<file path="config.mk">
export PLATFORM = sky130hd
export DESIGN_NAME = timebase_watch_watchdog
export DESIGN_NICKNAME = d
export VERILOG_FILES = /design/src/inc/timebase_watch_pkg.sv /design/src/logic/tap_flag.sv /design/src/logic/timebase_watch_watchdog.sv
export VERILOG_INCLUDE_DIRS = /design/src /design/src/inc
export SDC_FILE = /design/constraint.sdc
export NUM_CORES = 1
export LEC_CHECK = 0
export BUFFER_PORTS_ARGS = -buffer_cell sky130_fd_sc_hd__buf_2
export CAP_MARGIN = 30
export CORE_MARGIN = 2
export CORE_UTILIZATION = 35
export DETAILED_ROUTE_END_ITERATION = 12
export SYNTH_ARGS = -nofsm -noshare
export SYNTH_HDL_FRONTEND = slang
export SYNTH_SLANG_ARGS = --single-unit
</file>
<file path="constraint.sdc">
create_clock -name clock -period 2 [get_ports clock]
set_input_delay 0.2 -clock clock [delete_from_list [all_inputs] [get_ports clock]]
set_output_delay 0.2 -clock clock [all_outputs]
set_load 0.005 [all_outputs]
</file>
<file path="src/inc/timebase_watch_regs.svh">
// Constants for the timebase, watch timer and watchdog block.
// Assumes a single 50 MHz clock domain.
`ifndef TIMEBASE_WATCH_REGS_SVH
`define TIMEBASE_WATCH_REGS_SVH
`define TB_WIDTH 18
`define WT_WIDTH 15
`define WD_WIDTH 2
`define TB_RESET_VALUE 18'h00000
`define WT_RESET_VALUE 15'h0000
`define WD_RESET_VALUE 2'h0
`define TB_TAP0 12
`define TB_TAP1 14
`define TB_TAP2 16
`define TB_TAP3 17
`define WT_TAP0 9
`define WT_TAP1 11
`define WT_TAP2 13
`define WT_TAP3 14
`define TB_STAB_BIT 15
`define CLOCK_NS 20
`define CPU_RESET_NS 80
`define CPU_RESET_CYCLES ((`CPU_RESET_NS + `CLOCK_NS - 1) / `CLOCK_NS)
`endif

</file>
<file path="src/inc/timebase_watch_pkg.sv">
// Types shared by the timebase, watch timer and watchdog block.
// Assumes the constants header is compiled alongside.
package timebase_watch_pkg;
    typedef struct packed {
        logic [1:0] tb_interval_sel;
        logic [1:0] wt_interval_sel;
        logic [1:0] wd_tap_sel;
        logic wd_src_watch;
    } timer_cfg_t;
    typedef struct packed {
        logic tb_clear;
        logic wt_clear;
        logic wd_start;
        logic wd_clear;
        logic stab_restart;
    } timer_cmd_t;
    typedef struct packed {
        logic tb_irq;
        logic wt_irq;
        logic stab_done;
        logic wd_active;
        logic cpu_reset;
    } timer_status_t;
    typedef enum logic [1:0] {
        wd_idle = 2'b00,
        wd_run = 2'b01,
        wd_fire = 2'b10
    } wd_state_t;
endpackage

</file>
<file path="src/logic/tap_flag.sv">
// Interval request flag set on a rising tap edge, held until cleared.
// Assumes tap is a registered signal of the same clock.
`timescale 1ns/100ps
module tap_flag (
    input wire logic clock,
    input wire logic reset,
    input wire logic tap,
    input wire logic clear,
    output logic flag
);
    logic tap_ff;
    logic flag_ff;
    always_ff @(posedge clock) begin
        if (reset) begin
            tap_ff <= 1'b0;
        end else begin
            tap_ff <= tap;
        end
    end
    // Set wins over a clear in the same cycle.
    always_ff @(posedge clock) begin
        if (reset) begin
            flag_ff <= 1'b0;
        end else if (tap && !tap_ff) begin
            flag_ff <= 1'b1;
        end else if (clear) begin
            flag_ff <= 1'b0;
        end
    end
    assign flag = flag_ff;
endmodule // tap_flag

</file>
<file path="src/logic/timebase_watch_watchdog.sv">
// Timebase counter, watch timer and watchdog with their request flags.
// Assumes count clock strobes come from pins and control from the same clock.
//
// Summary of operation
// - Watch timer is a 15-bit counter stepping on the sub clock.
// - Watch timer raises a request each selected interval while running.
// - A setting makes a watch timer tap clock the watchdog instead.
// - Watchdog is a 2-bit counter stepped by timebase or watch tap.
// - Active watchdog resets the CPU unless software clears it in time.
// - Timebase is an 18-bit free-running up counter that wraps.
// - Timebase steps once per count clock at twice base oscillator.
// - Timebase interval request uses one of four selectable taps.
// - Timebase marks the end of the oscillator stabilization wait.
// - Timebase taps are offered as clocks to other timers.
`timescale 1ns/100ps
`include "timebase_watch_regs.svh"
module timebase_watch_watchdog import timebase_watch_pkg::*; (
    input wire logic clock,
    input wire logic reset,
    input wire logic base_x2_tick,
    input wire logic sub_tick,
    input wire logic sub_run,
    input wire timer_cfg_t cfg,
    input wire timer_cmd_t cmd,
    output timer_status_t status,
    output logic [3:0] tb_taps
);
    logic [2:0] base_sync_ff;
    logic [2:0] sub_sync_ff;
    logic [1:0] run_sync_ff;
    logic [`TB_WIDTH-1:0] tb_cnt_ff;
    logic [`WT_WIDTH-1:0] wt_cnt_ff;
    logic [`WD_WIDTH-1:0] wd_cnt_ff;
    wd_state_t wd_state_ff;
    logic [2:0] rst_cnt_ff;
    logic stab_ff;
    logic wd_tap_prev_ff;
    logic [3:0] tb_taps_ff;
    logic base_step;
    logic sub_step;
    logic tb_sel_tap;
    logic wt_sel_tap;
    logic wd_tap;
    logic wd_step;
    logic tb_flag;
    logic wt_flag;

    function automatic logic pick_tb(input logic [`TB_WIDTH-1:0] c,
                                     input logic [1:0] s);
        unique case (s)
            2'h0: pick_tb = c[`TB_TAP0];
            2'h1: pick_tb = c[`TB_TAP1];
            2'h2: pick_tb = c[`TB_TAP2];
            2'h3: pick_tb = c[`TB_TAP3];
        endcase
    endfunction

    function automatic logic pick_wt(input logic [`WT_WIDTH-1:0] c,
                                     input logic [1:0] s);
        unique case (s)
            2'h0: pick_wt = c[`WT_TAP0];
            2'h1: pick_wt = c[`WT_TAP1];
            2'h2: pick_wt = c[`WT_TAP2];
            2'h3: pick_wt = c[`WT_TAP3];
        endcase
    endfunction

    // Count clock strobes from outside pass two flops before use.
    always_ff @(posedge clock) begin
        if (reset) begin
            base_sync_ff <= 3'h0;
            sub_sync_ff <= 3'h0;
            run_sync_ff <= 2'h0;
        end else begin
            base_sync_ff <= {base_sync_ff[1:0], base_x2_tick};
            sub_sync_ff <= {sub_sync_ff[1:0], sub_tick};
            run_sync_ff <= {run_sync_ff[0], sub_run};
        end
    end
    assign base_step = base_sync_ff[1] && !base_sync_ff[2];
    assign sub_step = sub_sync_ff[1] && !sub_sync_ff[2];

    // Timebase counter wraps at its maximum and reloads zero on a timebase clear.
    always_ff @(posedge clock) begin
        if (reset || cmd.tb_clear) begin
            tb_cnt_ff <= `TB_RESET_VALUE;
        end else if (base_step) begin
            tb_cnt_ff <= tb_cnt_ff + 18'h00001;
        end
    end

    // Watch timer counts sub clock edges while the sub clock runs.
    always_ff @(posedge clock) begin
        if (reset || cmd.wt_clear) begin
            wt_cnt_ff <= `WT_RESET_VALUE;
        end else if (sub_step && run_sync_ff[1]) begin
            wt_cnt_ff <= wt_cnt_ff + 15'h0001;
        end
    end

    assign tb_sel_tap = pick_tb(tb_cnt_ff, cfg.tb_interval_sel);
    assign wt_sel_tap = pick_wt(wt_cnt_ff, cfg.wt_interval_sel);

    tap_flag u_tb_flag (
        .clock(clock),
        .reset(reset),
        .tap(tb_sel_tap),
        .clear(cmd.tb_clear),
        .flag(tb_flag)
    );

    tap_flag u_wt_flag (
        .clock(clock),
        .reset(reset),
        .tap(wt_sel_tap),
        .clear(cmd.wt_clear),
        .flag(wt_flag)
    );

    // Stabilization wait ends when the chosen bit first rises.
    always_ff @(posedge clock) begin
        if (reset) begin
            stab_ff <= 1'b0;
        end else if (tb_cnt_ff[`TB_STAB_BIT]) begin
            stab_ff <= 1'b1;
        end else if (cmd.stab_restart) begin
            stab_ff <= 1'b0;
        end
    end

    // Registered taps for other timers.
    always_ff @(posedge clock) begin
        if (reset) begin
            tb_taps_ff <= 4'h0;
        end else begin
            tb_taps_ff <= {tb_cnt_ff[`TB_TAP3], tb_cnt_ff[`TB_TAP2],
                           tb_cnt_ff[`TB_TAP1], tb_cnt_ff[`TB_TAP0]};
        end
    end

    // Watchdog clock source chosen between timebase and watch taps.
    assign wd_tap = cfg.wd_src_watch ?
                    pick_wt(wt_cnt_ff, cfg.wd_tap_sel) :
                    pick_tb(tb_cnt_ff, cfg.wd_tap_sel);
    always_ff @(posedge clock) begin
        if (reset) begin
            wd_tap_prev_ff <= 1'b0;
        end else begin
            wd_tap_prev_ff <= wd_tap;
        end
    end
    assign wd_step = wd_tap && !wd_tap_prev_ff;

    // Watchdog control; once started it runs until a reset.
    always_ff @(posedge clock) begin
        if (reset) begin
            wd_state_ff <= wd_idle;
        end else begin
            unique case (wd_state_ff)
                wd_idle: begin
                    if (cmd.wd_start) begin
                        wd_state_ff <= wd_run;
                    end
                end
                wd_run: begin
                    if (wd_step && !cmd.wd_clear && wd_cnt_ff == 2'h3) begin
                        wd_state_ff <= wd_fire;
                    end
                end
                wd_fire: begin
                    if (rst_cnt_ff == 3'(`CPU_RESET_CYCLES - 1)) begin
                        wd_state_ff <= wd_idle;
                    end
                end
                default: wd_state_ff <= wd_idle;
            endcase
        end
    end

    // Two-bit count, zeroed by a software clear.
    always_ff @(posedge clock) begin
        if (reset || wd_state_ff != wd_run || cmd.wd_clear) begin
            wd_cnt_ff <= `WD_RESET_VALUE;
        end else if (wd_step) begin
            wd_cnt_ff <= wd_cnt_ff + 2'h1;
        end
    end

    // Length of the CPU reset pulse.
    always_ff @(posedge clock) begin
        if (reset || wd_state_ff != wd_fire) begin
            rst_cnt_ff <= 3'h0;
        end else begin
            rst_cnt_ff <= rst_cnt_ff + 3'h1;
        end
    end

    assign status.tb_irq = tb_flag;
    assign status.wt_irq = wt_flag;
    assign status.stab_done = stab_ff;
    assign status.wd_active = (wd_state_ff == wd_run);
    assign status.cpu_reset = (wd_state_ff == wd_fire);
    assign tb_taps = tb_taps_ff;
endmodule // timebase_watch_watchdog
</file>
# == Yosys cells after proc, flatten, opt, wreduce, memory -nomap -nowiden ==
# Index checks and enable logic that the tools add are counted.
# classes
add_sub_neg,4
mul,0
div,0
magnitude_cmp,0
n_eq_ne,18
shift,0
mux,15
bitwise,0
reduce_logical,27
# ops
op,count
adder 18 x 1 -> 18 bit (second input constant),1
== test 2 bit (second input constant),8
one-hot mux 1 bit (4 select lines),4
adder 15 x 1 -> 15 bit (second input constant),1
== test 2 x 1 -> 1 bit (second input constant),4
logical AND 1 bit,8
zero test 2 bit,4
2-to-1 mux 1 bit,7
zero test 1 bit,6
2-to-1 mux 2 bit,3
!= test 2 x 1 -> 1 bit (second input constant),3
one-hot mux 2 bit (3 select lines),1
nonzero test 2 bit,3
logical OR 1 bit,5
!= test 2 bit (second input constant),2
adder 3 x 1 -> 3 bit (second input constant),1
== test 3 x 2 -> 1 bit (second input constant),1
AND reduction 3 bit,1
adder 2 x 1 -> 2 bit (second input constant),1
# totals
regBits,58
latch_bits,0
mem_bits_rw,0
romBits,0
input_bits,17
output_inout_bits,9
elab_cells,79
n_memories,0

# == Depth between registers and ports, before layout ==
# Gate-level depths: netlist of the first run.
# depth
depth_word,8
depth_mapped,6
ltp_nobuf,5

# == Hierarchy ==
# A second synthesis of the first run with hierarchy kept.
# unflattened
hier_cells,266
hier_area_um2,2499.9
# modules_own_cells
module,instances,cells_each,area_per_inst_um2,seq_area_each_um2
timebase_watch_watchdog,1,254,2364.8,1081.0
tap_flag,2,6,67.6,40.0

# == Worst setup path before layout of the first run ==
# No wires, ideal clock.
# synth_path
kind,reg-to-reg
from,reg wt_cnt_ff[5]
to,reg wt_cnt_ff[13]
setup_ps,70
arrival_ps,1334
required_ps,1930
path_slack_ps,596
stages_incl_launch_ff,6
n_path_buf,1
synth_period_minus_slack_ps,1404
cell_sequence,dfxtp_1 > and4_1 > buf_6 > nand4_4 > or4_1 > a21oi_1
# synth_via
elab_chain_cells,1
# synth_lines
item,line,text
from (decl),timebase_watch_watchdog.sv:32,logic [`WT_WIDTH-1:0] wt_cnt_ff;
from (signal assigned),timebase_watch_watchdog.sv:95,wt_cnt_ff <= `WT_RESET_VALUE;
from (signal assigned),timebase_watch_watchdog.sv:97,wt_cnt_ff <= wt_cnt_ff + 15'h0001;
adder 15 x 1 -> 15 bit,timebase_watch_watchdog.sv:97,
# No other way between the ends.
# A chain may end at the register's enable or synchronous reset.

# == Worst setup path after layout of the first run ==
# layout_path
from,reg tb_cnt_ff[3]
to,reg tb_cnt_ff[13]
# layout_via
elab_chain_cells,1
# layout_lines
item,line,text
from (decl),timebase_watch_watchdog.sv:31,logic [`TB_WIDTH-1:0] tb_cnt_ff;
from (signal assigned),timebase_watch_watchdog.sv:86,tb_cnt_ff <= `TB_RESET_VALUE;
from (signal assigned),timebase_watch_watchdog.sv:88,tb_cnt_ff <= tb_cnt_ff + 18'h00001;
adder 18 x 1 -> 18 bit,timebase_watch_watchdog.sv:88,
# No other way between the ends.

==> results.md, run 1 <==
Critical path:
- The critical path goes through and4_1 -> nand3_1 -> or3_1 -> a21oi_1.
- The critical path starts at tb_cnt_ff[3].
- The worst reg-to-reg path cell count is 4.
- The kind of start point of the critical path is a flop.
- Across all register-to-register paths, the minimum setup slack is roughly 0.45 ns.
- The most critical setup path has its endpoint at tb_cnt_ff[13].
- The sort of element at the end of the critical path is a flop.
- For this run, the slowest stage of the critical path takes 0.39 ns.
- At the worst endpoint, the required time is about 2.3 ns.
- The reg-to-reg endpoint is tb_cnt_ff[13].
- The critical path's slowest cell is dfxtp_1.
- The largest fanout on the critical path is 9.
- Data arrives at the worst endpoint at ~1.8 ns.
- In this run the critical register-to-register path is launched from tb_cnt_ff[3].
- The worst setup path is of the flop to flop kind.

Routing:
- The via count of the routed design is 1800.
- The per-cell routed wire length is about 12 um.
- The count of routing violations after the opening detailed-route iteration is 79.
- The count of nets left with antenna violations once routing finished came out at 0.
- The number of design rule violations left after detail routing is 0.
- For this run, the detailed router's first-pass iteration total came to 4.
- The vias per cell is 4.72.
- The total wirelength of the detailed-routed design is ~4.4 mm.

Final layout:
- 0 antenna diodes ended up in the layout.
- The filler cell count in the final layout is 705.
- For this run, the share of the core covered by cells in the final layout is between 40% and 50%.
- The area growth from synthesis to layout is 14.9%.
- The layout cell share with drive strength beyond 1 is between 10% and 20%.
- At the end of the flow, the number of nets in the layout was around 300.

Timing:
- The number of setup violations in the final report is 0.
- Derived from the worst setup path, the maximum achievable clock frequency is roughly 650 MHz.
- Headroom to the max-slew limit came out at 66.0%.
- The transition time at the pin with the least slew margin is between 0.5 and 0.6 ns.
- The largest clock skew in the final design is just under 0.008 ns.
- The total count of hold-check failures in the final report is 0.
- Setup repair after global routing left no endpoint under its margin.
- The aggregate negative setup slack is 0 ns.
- The clock period could shrink to 1.55 ns.
- The worst path uses between 70% and 80% of the clock period.
- The count of pins over their slew limit is 0.

Clock tree:
- The clock insertion delay at the later pin of the skew report is 0.33 ns.
- In this run, CTS created clock tree buffers numbering 9.
- The clock passes through at most 2 buffers.
- The TritonCTS clock tree is built.
- Clock tree synthesis found a total of slightly below 60 sinks.
- The clock transition time at the flip-flop clock pins of the worst setup and hold paths is roughly 0.070 ns.
- The post-cts hold buffer count is 0.
- After clock tree synthesis, the setup repair step added 0 buffers.
- The root buffer selected by CTS is clkbuf_8.
- The count of cells resized by post-cts repair is 0.
- The H-tree was split into 3 levels.

Power:
- Of the total power, combinational logic draws just over 3%.
- The internal power is approximately 0.0019 W.
- Of the total power, the share spent switching nets is a little over 20%.
- The maximum vdd drop is roughly 0.36 mV.
- The power density of the placed cells is ~850 nW/um2.
- The analysis attributes to net switching a power of a little under 0.0005 W.
- The share of total power dissipated in sequential elements is 48.4%.
- The static leakage is approximately 1.1 nW.
- The clock network accounts for between 40% and 50% of the total power.

Global routing:
- The combined global-route utilization of all metal layers is 12.1%.
- The maximum number of pins on one net before global-route repair is 29.
- The number of antenna violations at the first check in global routing is 0.
- The via count of the first global-routing pass is ~1600.
- The global-route wire length before repair is ~7.2 mm.
- Summed over all layers, the global routing overflow is 0.

Logic synthesis:
- Of the total synthesized cell area, the portion taken by full adders, half adders and majority gates is about 2.5%.
- The async set-reset flop share out of synthesis is 0%.
- The number of nets produced by synthesis is roughly 280.
- The proportion of synthesized chip area in sequential cells is a little under half.
- The synthesized flop and latch total is between 50 and 60.
- The number of cells produced by synthesis is 261.
- Among all flip-flop cells after synthesis, the most frequent one is dfxtp_1.
- The number of enable flip-flop cells after synthesis is 0.
- The distinct cell type count of the synthesized netlist is between 40 and 50.
- Multiplexer cells account for under 10% of the synthesized area.
- After Yosys synthesis, XOR and XNOR cells account for under 10% of the synthesized area.
- The total standard cell area after synthesis is roughly 2500 um2.
- The count of synthesis-stage warnings from yosys is 0.
- The simple-gate portion of the synthesized area is about a quarter.
- Summing the areas of all compound-gate instances in the mapped netlist gives 6.35% of the synthesized area.
- The combinational family with the most area after synthesis is simple AND/OR/NAND/NOR gates.
- In this run the mean area of a mapped cell was between 9 and 10 um2.

Floorplan:
- For this configuration, the core starts out at a cell density of a little over a third.
- The core area is roughly 6800 um2.
- The overall die height is 88.2 um.
- Pin placement for this block handled 26 I/O pins.
- The floorplan has 30 rows.
- The full die area is between 7000 and 8000 um2.
- The die is between 80 and 90 um wide.

Placement:
- The count of port buffers added during placement is 25.
- At the end of routability-driven placement, the weighted congestion stood at roughly 0.76.
- The sum of net half-perimeters after detailed placement is 3.05 mm.

Min path:
- The min-delay analysis places its worst path in the category input pin to flop.

Outcome:
- The run finished with clean final reports.

Flow run:
- The count of maximum capacitance violations is 0.
[metrics by stage]
| stage | cells | area, um2 | hold slack (ns) | setup slack (ns) | power, W |
|---|---|---|---|---|---|
| final | 381 | 2850 | 0.0819 | 0.450 | 0.00242 |
| after global routing | 381 | 2850 | 0.0869 | 0.332 | 0.00252 |
| after CTS | 381 | 2850 | 0.0588 | 0.456 | 0.00246 |
| after detailed placement | 365 | 2640 | 0.415 | 0.461 | 0.00127 |
| after global placement | 365 | 2640 | 0.410 | 0.485 | 0.00127 |
| after floorplan | 261 | 2480 | 0.328 | 0.596 | 0.00124 |
[how the worst min path moves through the flow]
stage | start | to | slack (ns) | cells past startpoint
4_1_cts | base_x2_tick | base_sync_ff[0] | 0.06 | 2
3_5_place_dp | sub_run | run_sync_ff[0] | 0.41 | 2
5_1_grt | sub_tick | sub_sync_ff[0] | 0.09 | 2
2_1_floorplan | base_x2_tick | base_sync_ff[0] | 0.33 | 1
6_report | base_x2_tick | base_sync_ff[0] | 0.08 | 2
3_3_place_gp | base_x2_tick | base_sync_ff[0] | 0.41 | 2
[power groups by stage]
stage | sequential (W) | combinational (W) | clock [W]
detailed placement | 0.00120 | 0.0000758 | 0
floorplan | 0.00119 | 0.0000481 | 0
finish | 0.00117 | 0.0000741 | 0.00118
global placement | 0.00120 | 0.0000750 | 0
CTS | 0.00117 | 0.0000760 | 0.00122
global route | 0.00117 | 0.0000841 | 0.00127
[flip-flops by register name, indices dropped and copies added, names as in the netlist]
register and count:
wd_cnt_ff 2, base_sync_ff 3, u_wt_flag.tap_ff 1, u_tb_flag.tap_ff 1
run_sync_ff 2, wd_state_ff 2, rst_cnt_ff 3, wd_tap_prev_ff 1
u_tb_flag.flag 1, wt_cnt_ff 15, sub_sync_ff 3, stab_ff 1
tb_cnt_ff 18, tb_taps 4, u_wt_flag.flag 1
[cells by family after synthesis]
kind of cell / Yosys count
and+or+nand+nor: 117
DFF: 58
AOI/OAI and AO/OA: 25
buffers and inverters: 24
xor gates and xnor gates: 22
muxes: 10
adders and majority gates: 5
[cells in the mapped netlist, types with 7 or more instances]
master   number  area (um2)
nor2b_1      19         119
mux2i_1       7        70.1
dfxtp_1      58        1160
nor2_1       30         113
inv_1         7        26.3
a21oi_1       9        45.0
nand3_1       7        35.0
nand2_1      14        52.6
xor2_1       19         166
nand4_1      13        81.3
[metal layers]
layer / track usage, % / routed length, um / part of all wire [%]
met5: 0 / 0 / 0
met1: 14.8 / 2170 / 49
met3: 4.38 / 192 / 4.4
met4: 6.20 / 44 / 1.0
met2: 18.8 / 2010 / 46
[cells in the final DEF (no fill, tap or decap), types with 2 or more instances in the layout]
| master | Yosys | routed |
|---|---|---|
| clkbuf_8 | 0 | 10 |
| mux4_2 | 2 | 2 |
| nor3b_1 | 2 | 2 |
| o31ai_1 | 2 | 2 |
| nand3b_1 | 2 | 2 |
| a22o_1 | 2 | 2 |
| inv_1 | 7 | 7 |
| or3_1 | 6 | 6 |
| nor2b_1 | 19 | 19 |
| a21oi_1 | 9 | 9 |
| nand3_1 | 7 | 7 |
| nor3_1 | 3 | 3 |
| nand2b_1 | 2 | 2 |
| bufinv_16 | 0 | 2 |
| nand4_1 | 13 | 13 |
| xnor2_1 | 3 | 3 |
| buf_2 | 6 | 25 |
| dfxtp_1 | 58 | 58 |
| nor2_1 | 30 | 30 |
| ha_1 | 5 | 5 |
| mux2i_1 | 7 | 7 |
| clkinv_2 | 0 | 4 |
| and4_1 | 4 | 4 |
| and4b_1 | 3 | 3 |
| xor2_1 | 19 | 19 |
| o21ai_0 | 6 | 6 |
| nand2_1 | 14 | 14 |
| or2_2 | 2 | 2 |
| or4_1 | 2 | 2 |
[worst max-delay path, delay by kind of cell, from the launching register on]
family / cells / cell delay [ns]
AND/OR/NAND/NOR: 3 / 0.93
flip-flops: 1 / 0.39
AO/OA/AOI/OAI: 1 / 0.15
[final cells by class]
type	count	area, um2	area share, %
clock inverters	6	80.1	2.81
multi-input cells	179	1200	42.1
inverters	7	26.3	0.921
well taps	96	120	4.21
repair buffers	25	125	4.39
clock buffers	10	138	4.82
flip-flops and latches	58	1160	40.7
No activity file was read; power rests on OpenSTA's default activity.
==> inputs of run 2 (changes only) <==
==> constraint.sdc (replaced) <==
create_clock -name clock -period 1.4 [get_ports clock]
set_input_delay 0.14 -clock clock [delete_from_list [all_inputs] [get_ports clock]]
set_output_delay 0.14 -clock clock [all_outputs]
set_load 0.005 [all_outputs]
==> run 2 against run 1 <==
Against the previous run:
- design area increased by 12%
- total power increased by 48%
- clock-buffer cell count unchanged
- wire length increased by 7.8%
- sequential cell count unchanged
- sequential share of layout area decreased by 3.8 points
- largest cell class unchanged
- highest routed layer unchanged
==> results.md, run 2 (synthesized netlist as in run 1, its figures left out) <==
Outcome:
- The run finished with clean final reports.

Floorplan:
- The die width is around 88 um.
- The initial core utilization is a little over a third.
- Pin placement for this block handled 26 I/O pins.
- In this run the core area contains 30 standard-cell rows.
- The overall die height is 88.2 um.
- The core area is 6830 um2.
- The full die area is about 7800 um2.

Timing:
- The final worst-path setup slack is about 0.0076 ns.
- The clock arrives with around 0.011 ns of skew.
- The aggregate negative setup slack is 0 ns.
- The count of pins over their slew limit is 0.
- Setup repair after global routing could not meet its margin everywhere.
- Hold timing on the final database bottoms out at a slack of 0.0150 ns.
- The part of the cycle the worst path needs is 99.5%.
- The total count of hold-check failures in the final report is 0.
- The time the final worst path needs with I/O delays and setup is ~1.4 ns.
- For this run, the top clock speed supported by timing is ~720 MHz.
- The max-slew headroom at the worst pin is about three quarters.
- The number of setup violations in the final report is 0.
- The transition time at the pin with the least slew margin is 0.355 ns.

Placement:
- The sum of net half-perimeters after detailed placement is 3.48 mm.
- The setup slack at placement is -0.0521 ns.
- The congestion estimate from routability-driven global placement came to 0.723.
- The count of port buffers added during placement is 25.
- The cell area after placement is approximately 2900 um2.

Routing:
- In the routed design, unresolved DRC markers number 0.
- The count of antenna-violating nets left after detailed routing is 0.
- Detailed routing placed a total of roughly 130 um of wire on met3.
- The highest metal layer carrying signal wires in the routed design is met4.
- The total wirelength of the detailed-routed design is roughly 4.8 mm.
- The met2 layer wire length in the routed design is roughly 2.3 mm.
- The total iterations of the first detailed-routing run is 4.
- The per-cell routed wire length is 11.5 um.
- In the routed layout, each cell is associated on average with a via count of approximately 4.7.
- The routed layout has 1932 vias.
- After the first detailed-routing iteration, the DRC count stood at 64.
- The routed length on met1 is around 2.3 mm.

Clock tree:
- The clock tree synthesis step divided the H-tree into 3 levels.
- The tree built by TritonCTS fans out to 58 sinks.
- Hold repair after CTS inserted 0 buffers.
- The clock insertion delay at the later pin of the skew report is about 0.33 ns.
- The total CTS buffers is 9.
- The tree is rooted in a clkbuf_8.
- TritonCTS built the clock tree.
- The clock transition time at the flip-flop clock pins of the worst setup and hold paths is ~0.060 ns.
- The worst-case clock buffer depth is 2.

Final layout:
- The area growth from synthesis to layout is 28.8%.
- The library cell used most frequently in the layout, excluding fill and tap cells, is dfxtp_1.
- The filler cell count in the final layout is approximately 670.
- The most flop-heavy register is tb_cnt_ff.
- At the end of the flow, the number of nets in the layout was approximately 330.
- The top cell types in the final layout, fill and taps aside, are 47 x dfxtp_1, 30 x nor2_1, 29 x buf_4.
- The register area is approximately 1200 um2.
- The area used by multi-input combinational logic is between 1000 and 1500 um2.
- Cells with a size suffix above 1 make up between 30 and 40% of the layout.
- The number of flip-flops under the largest register name is 18.
- The area of all placed cells without fillers is 3200 um2.
- The count of inserted antenna diode cells is 0.

Critical path:
- The critical path startpoint is wt_cnt_ff[6].
- The reg-to-reg endpoint is wt_cnt_ff[13].
- The start of the worst register-to-register path is wt_cnt_ff[6].
- The number of cells on the worst reg-to-reg path is 4.
- The arrival time of data at the critical path endpoint is 1.65 ns.
- The reg-to-reg setup timing slack is around 0.0076 ns.
- In this run the worst setup path terminates at wt_cnt_ff[13].
- The required time at the endpoint of the critical path is around 1.7 ns.
- Of all nets on the critical path, the largest fanout is 4.
- The worst setup path is of the flop to flop kind.
- The kind of start point of the critical path is a flop.
- The sort of element at the end of the critical path is a flop.

Power:
- Per report_power, the clock group accounts for between 50% and 60% of the total.
- Per report_power, the sequential group accounts for 46.5% of the total.
- The fraction of power spent switching nets is roughly a fifth.
- The net load switching power is approximately 0.00070 W.
- The internal power is between 0.002 and 0.003 W.
- The power density of the placed cells is between 1000 and 1500 nW/um2.
- The maximum vdd drop is 0.522 mV.
- Per report_power, the combinational group accounts for 3.3% of the total.
- The analysis attributes to cell leakage a power of between 1 and 1.5 nW.

Min path:
- The tightest min-delay check is of the input pin to flop type.

Global routing:
- The first global-routing pass estimated slightly below 8 mm of wire.
- The via count of the first global-routing pass is between 1500 and 2000.
- The number of antenna violations at the first check in global routing is 0.
- The maximum number of pins on one net before global-route repair is 20.
- The overflow left after global routing is 0.
- The combined global-route utilization of all metal layers is around an eighth.

Flow run:
- The count of maximum capacitance violations is 0.
run 2: changes by cell type in the layout (fill, tap and decap cells not counted), moves of 3 or more:
cell / previous run / this run
and4b_2: 0 / 3
dfxtp_2: 0 / 9
buf_6: 0 / 3
and4b_1: 3 / 0
dfxtp_1: 58 / 47
buf_4: 0 / 29
run 2: final cells by class:
type | count | share of cell area, %
Inverter | 7 | 0.821
Timing Repair Buffer | 57 | 11.8
Clock buffer | 10 | 3.99
Sequential cell | 58 | 36.9
Clock inverter | 6 | 3.29
Multi-Input combinational cell | 179 | 39.5
Tap cell | 96 | 3.75
run 2: worst min path at each step:
stage | slack, ns | depth (start not counted) | from | end
CTS | 0.005 | 2 | base_x2_tick | base_sync_ff[0]
floorplan | 0.27 | 1 | base_x2_tick | base_sync_ff[0]
global route | 0.03 | 2 | sub_tick | sub_sync_ff[0]
global placement | 0.35 | 2 | base_x2_tick | base_sync_ff[0]
detailed placement | 0.35 | 2 | base_x2_tick | base_sync_ff[0]
finish | 0.01 | 2 | base_x2_tick | base_sync_ff[0]
run 2: stage by stage:
stage	total power, W	instances	utilization (%)
CTS	0.00364	412	45.5
floorplan	0.00178	261	-
detailed placement	0.00182	396	42.0
global placement	0.00182	396	42.0
finish	0.00359	413	46.8
global route	0.00373	413	46.8
run 2: power groups by stage:
stage,logic (W),registers (W),clock network [W]
floorplan,0.0000686,0.00171,0
global placement,0.000110,0.00171,0
detailed placement,0.000111,0.00171,0
CTS,0.000112,0.00167,0.00185
global route,0.000130,0.00167,0.00193
finish,0.000117,0.00167,0.00181
run 2: worst max-delay path: stages (launching register included):
cell and delay (ns):
dfxtp_1 0.33, and4_4 0.27, nand4_4 0.11, or4_1 0.47
a21oi_1 0.15
run 2: layer usage:
metal,global-route usage (%),vias to the layer above
met5,0,-
met4,5.37,0
met3,3.64,9
met2,21.5,23
met1,15.7,901
li1,-,999
run 2: what timing repair did:
item / CTS / global route
resized for setup: 3 / 32
setup buffers: 0 / 1
endpoints found under the hold margin: 0 / 0
setup endpoints to repair: 7 / 19
pin swaps: 1 / 11
==> inputs of run 3 (changes only) <==
--- a/config.mk
+++ b/config.mk
@@ -13,4 +13,5 @@
 export DETAILED_ROUTE_END_ITERATION = 12
 export SYNTH_ARGS = -nofsm -noshare
 export SYNTH_HDL_FRONTEND = slang
+export SYNTH_HIERARCHICAL = 1
 export SYNTH_SLANG_ARGS = --single-unit
==> run 3 against run 2 <==
Against the previous run:
- largest cell class unchanged
- die area increased by 0.62%
- the flow now finishes with violations (negative setup slack)
- critical endpoint is now wt_cnt_ff[14]
- via count rose by 3.3%
- critical path type unchanged
- core utilization grew 0.51 points
- clock power is 15% lower
==> results.md, run 3 <==
Global routing:
- The number of antenna violations at the first check in global routing was 0.
- The overflow left after global routing is 0.
- In the global route stage, overall resource usage came out at around 14%.
- The maximum number of pins on one net before global-route repair is 21.
- The global-route wire length before repair is 8.15 mm.
- The via count of the first global-routing pass is between 1500 and 2000.

Timing:
- The tightest hold path in the finished design has a slack of 0.0187 ns.
- Setup repair after global routing could not meet its margin everywhere.
- For the pin with the worst max-slew slack, the measured transition is about 0.37 ns.
- Static timing analysis puts the maximum clock frequency at approximately 700 MHz.
- The count of pins over their slew limit is 0.
- The time the final worst path needs with I/O delays and setup is between 1 and 1.5 ns.
- Of the available clock period, the critical path in the final layout requires 105%.
- The max-slew headroom at the worst pin is approximately three quarters.
- Setup violations remaining at the end of the flow were counted as 4.
- The total count of hold-check failures in the final report is 0.
- The final worst-path setup slack is -0.0659 ns.
- Clock skew on the completed layout was measured at about 0.0096 ns.

Placement:
- The congestion estimate from routability-driven global placement came to around 0.76.
- The number of placed instances with taps included is 406.
- In this run the tool buffered the top-level ports with 25 buffer cells.
- The HPWL after detailed placement is 3.49 mm.
- Once placement finished, the instance area stood at around 3000 um2.

Logic synthesis:
- Counting instances in the post-synthesis netlist gives the leading cell types as 58 x dfxtp_1, 28 x nor2_1, 17 x nor2b_1.
- The total standard cell area after synthesis is around 2500 um2.
- The largest total area in the synthesized netlist belongs to dfxtp_1.
- The simple-gate portion of the synthesized area is 28.0%.
- The Yosys step of the flow raised 6 warnings.
- Of the synthesized area, sequential elements account for a little under half.
- The distinct cell type count of the synthesized netlist is between 40 and 50.
- A synthesized cell averages ~9.4 um2.
- The most used flip-flop cell after synthesis is dfxtp_1.
- The fraction of the mapped netlist area in compound gates is ~7%.
- In the post-synthesis netlist, the biggest area contributors are dfxtp_1 46%, xor2_1 5.3%, nor2b_1 4.3%.
- The share of cell area taken by muxes after synthesis is just under 6%.
- Of the total synthesized cell area, the portion taken by full adders, half adders and majority gates is about 2.5%.
- Synthesis produced a netlist whose cell count is between 200 and 300.
- The synthesized flop and latch total is between 50 and 60.
- The synthesized netlist devotes ~6.7% of its cell area to XOR and XNOR gates.
- Synthesis produced a netlist with a net count of 288.
- Summed over its instances, the top area cell type makes up between 40% and 50% of the synthesized netlist area.
- The combinational family with the most area after synthesis is simple AND/OR/NAND/NOR gates.
- dfxtp_1 is the most common cell in the netlist.
- After synthesis, the share of flip-flops with an asynchronous set or reset is 0%.
- The number of enable flip-flop cells after synthesis is 0.

Critical path:
- The start of the worst register-to-register path is wt_cnt_ff[3].
- The buffers plus inverters on the worst setup path is 0.
- The signal on the critical path passes through and4_4 -> nand4_1 -> or4_1 -> a21oi_2.
- Along the worst path, the maximum fanout reaches 4.
- STA classifies the critical path startpoint as a flop.
- The sort of element at the end of the critical path is a flop.
- The critical path startpoint is wt_cnt_ff[3].
- The critical path's slowest cell is or4_1.
- The cell type group with the largest total delay on the critical path is simple AND/OR/NAND/NOR gates.
- The arrival time of data at the critical path endpoint is around 1.7 ns.
- The required time at the endpoint of the critical path is 1.67 ns.
- The critical path start-end classification is flop to flop.
- The largest single stage delay on the critical path is roughly 0.57 ns.

Floorplan:
- The die covers approximately 7800 um2.
- The total I/O pin count is 26.
- The number of placement rows is 30.
- In this run the horizontal extent of the chip is 88.5 um.
- The initial core utilization is 36.4%.
- The die is a little under 90 um tall.
- In this run the standard cell core region covers 6870 um2.

Clock tree:
- The clock transition time at the flip-flop clock pins of the worst setup and hold paths is roughly 0.070 ns.
- The clock insertion delay at the later pin of the skew report is between 0.3 and 0.4 ns.
- The TritonCTS clock tree is built.
- The total clock sinks is 58.
- The root buffer selected by CTS is clkbuf_8.
- The clock tree synthesis step divided the H-tree into 3 levels.
- The total CTS buffers is 9.
- The worst-case clock buffer depth is 2.

Final layout:
- The finished layout holds 425 standard cells, fillers aside.
- The number of flip-flops under the largest register name is 18.
- The layout cell share with drive strength beyond 1 is between 30% and 40%.
- The filler cell count in the final layout is between 600 and 700.
- The area growth from synthesis to layout is 30.1%.
- Leaving out fill and tap cells, the most frequent cells in the layout are 44 x dfxtp_1, 36 x buf_4, 28 x nor2_1.
- The finished cells cover roughly 3300 um2.
- For this run, the post-layout net count is between 300 and 400.
- The most common library cell in the layout ignoring fill and taps is dfxtp_1.
- Counting flops per register, the top entry is tb_cnt_ff.
- 0 antenna diodes ended up in the layout.

Routing:
- The vias per cell is 4.70.
- The total wirelength of the detailed-routed design is around 4.8 mm.
- The via count of the routed design is ~2000.
- In the final routed layout, each cell accounts on average for around 11 um.
- After detailed routing, the number of remaining DRC violations is 0.
- The count of antenna-violating nets left after detailed routing is 0.
- After the first detailed-routing iteration, the DRC count stood at 83.
- The pre-antenna-repair detailed-routing pass consisted of 4 iterations.

Min path:
- In this run the most critical hold path is launched from sub_run.
- The path type of the worst min-delay path is input pin to flop.

Outcome:
- The checks that failed: negative setup slack.
- The run finished, with violations left.

Power:
- Across the VDD grid, the largest voltage drop is approximately 0.64 mV.
- In this run the power density over the cells is just over 1000 nW/um2.
- For this design the static power due to leakage is about 1.3 nW.

Flow run:
- Across the run, the number of max-cap violations was 0.
==> run 3: layer usage <==
metal  share of wire [%]  up-vias  GRT usage (%)
met4                 1.2        0           5.37
met3                 5.0        5           4.85
met2                  46       41           21.9
met5                   0        -              0
met1                  48      910           16.8
li1                    -     1040              -
==> run 3: cell type report <==
class	count	area (um2)	area share, %
repair buffers	62	407	12.5
inverters	5	18.8	0.577
clock inverters	6	65.1	2.00
clock buffers	10	138	4.23
multi-input cells	188	1320	40.6
well taps	96	120	3.69
flip-flops and latches	58	1180	36.4
==> run 3: where the power goes <==
| group | leakage (nW) | internal, W | switching, W | total, W |
|---|---|---|---|---|
| clock network | 0.0988 | 0.000869 | 0.000664 | 0.00153 |
| registers | 0.477 | 0.00166 | 0.00000771 | 0.00167 |
| logic | 0.725 | 0.0000642 | 0.0000653 | 0.000130 |
==> run 3: kinds of logic after synthesis <==
| logic type | count (synthesis) |
|---|---|
| adders and majority gates | 5 |
| AOI/OAI and AO/OA | 27 |
| and+or+nand+nor | 125 |
| buffers and inverters | 20 |
| xor gates and xnor gates | 19 |
| muxes | 12 |
| DFF | 58 |
==> run 3: worst paths after layout <==
path | cells after the start | end | slack [ns]
worst max-delay path | 4 | wt_cnt_ff[14] | -0.07
worst max register to register | 4 | wt_cnt_ff[14] | -0.07
worst min register to register | 1 | base_sync_ff[1] | 0.44
worst min-delay path | 2 | run_sync_ff[0] | 0.02
==> run 3: what timing repair did <==
item,CTS,global route
resized for setup,6,17
pin swaps,4,5
setup buffers,2,1
setup endpoints to repair,9,13
hold buffers,0,0
gates cloned,0,0
==> run 3: worst reg2reg max path, stage by stage, from the launching register on <==
cell and delay, ns:
dfxtp_2 0.34, and4_4 0.23, nand4_1 0.15, or4_1 0.57
a21oi_2 0.12
==> run 3: through the flow <==
stage                     utilization (%)  total power (W)  TNS [ns]  worst slack [ns]
final                                47.3          0.00333    -0.111           -0.0659
after global routing                 47.3          0.00348    -0.542            -0.119
after CTS                            46.5          0.00338   -0.0633           -0.0222
after detailed placement             43.0          0.00183    -0.425            -0.115
after global placement               43.0          0.00183    -0.159           -0.0716
after floorplan                         -          0.00178   -0.0544           -0.0537
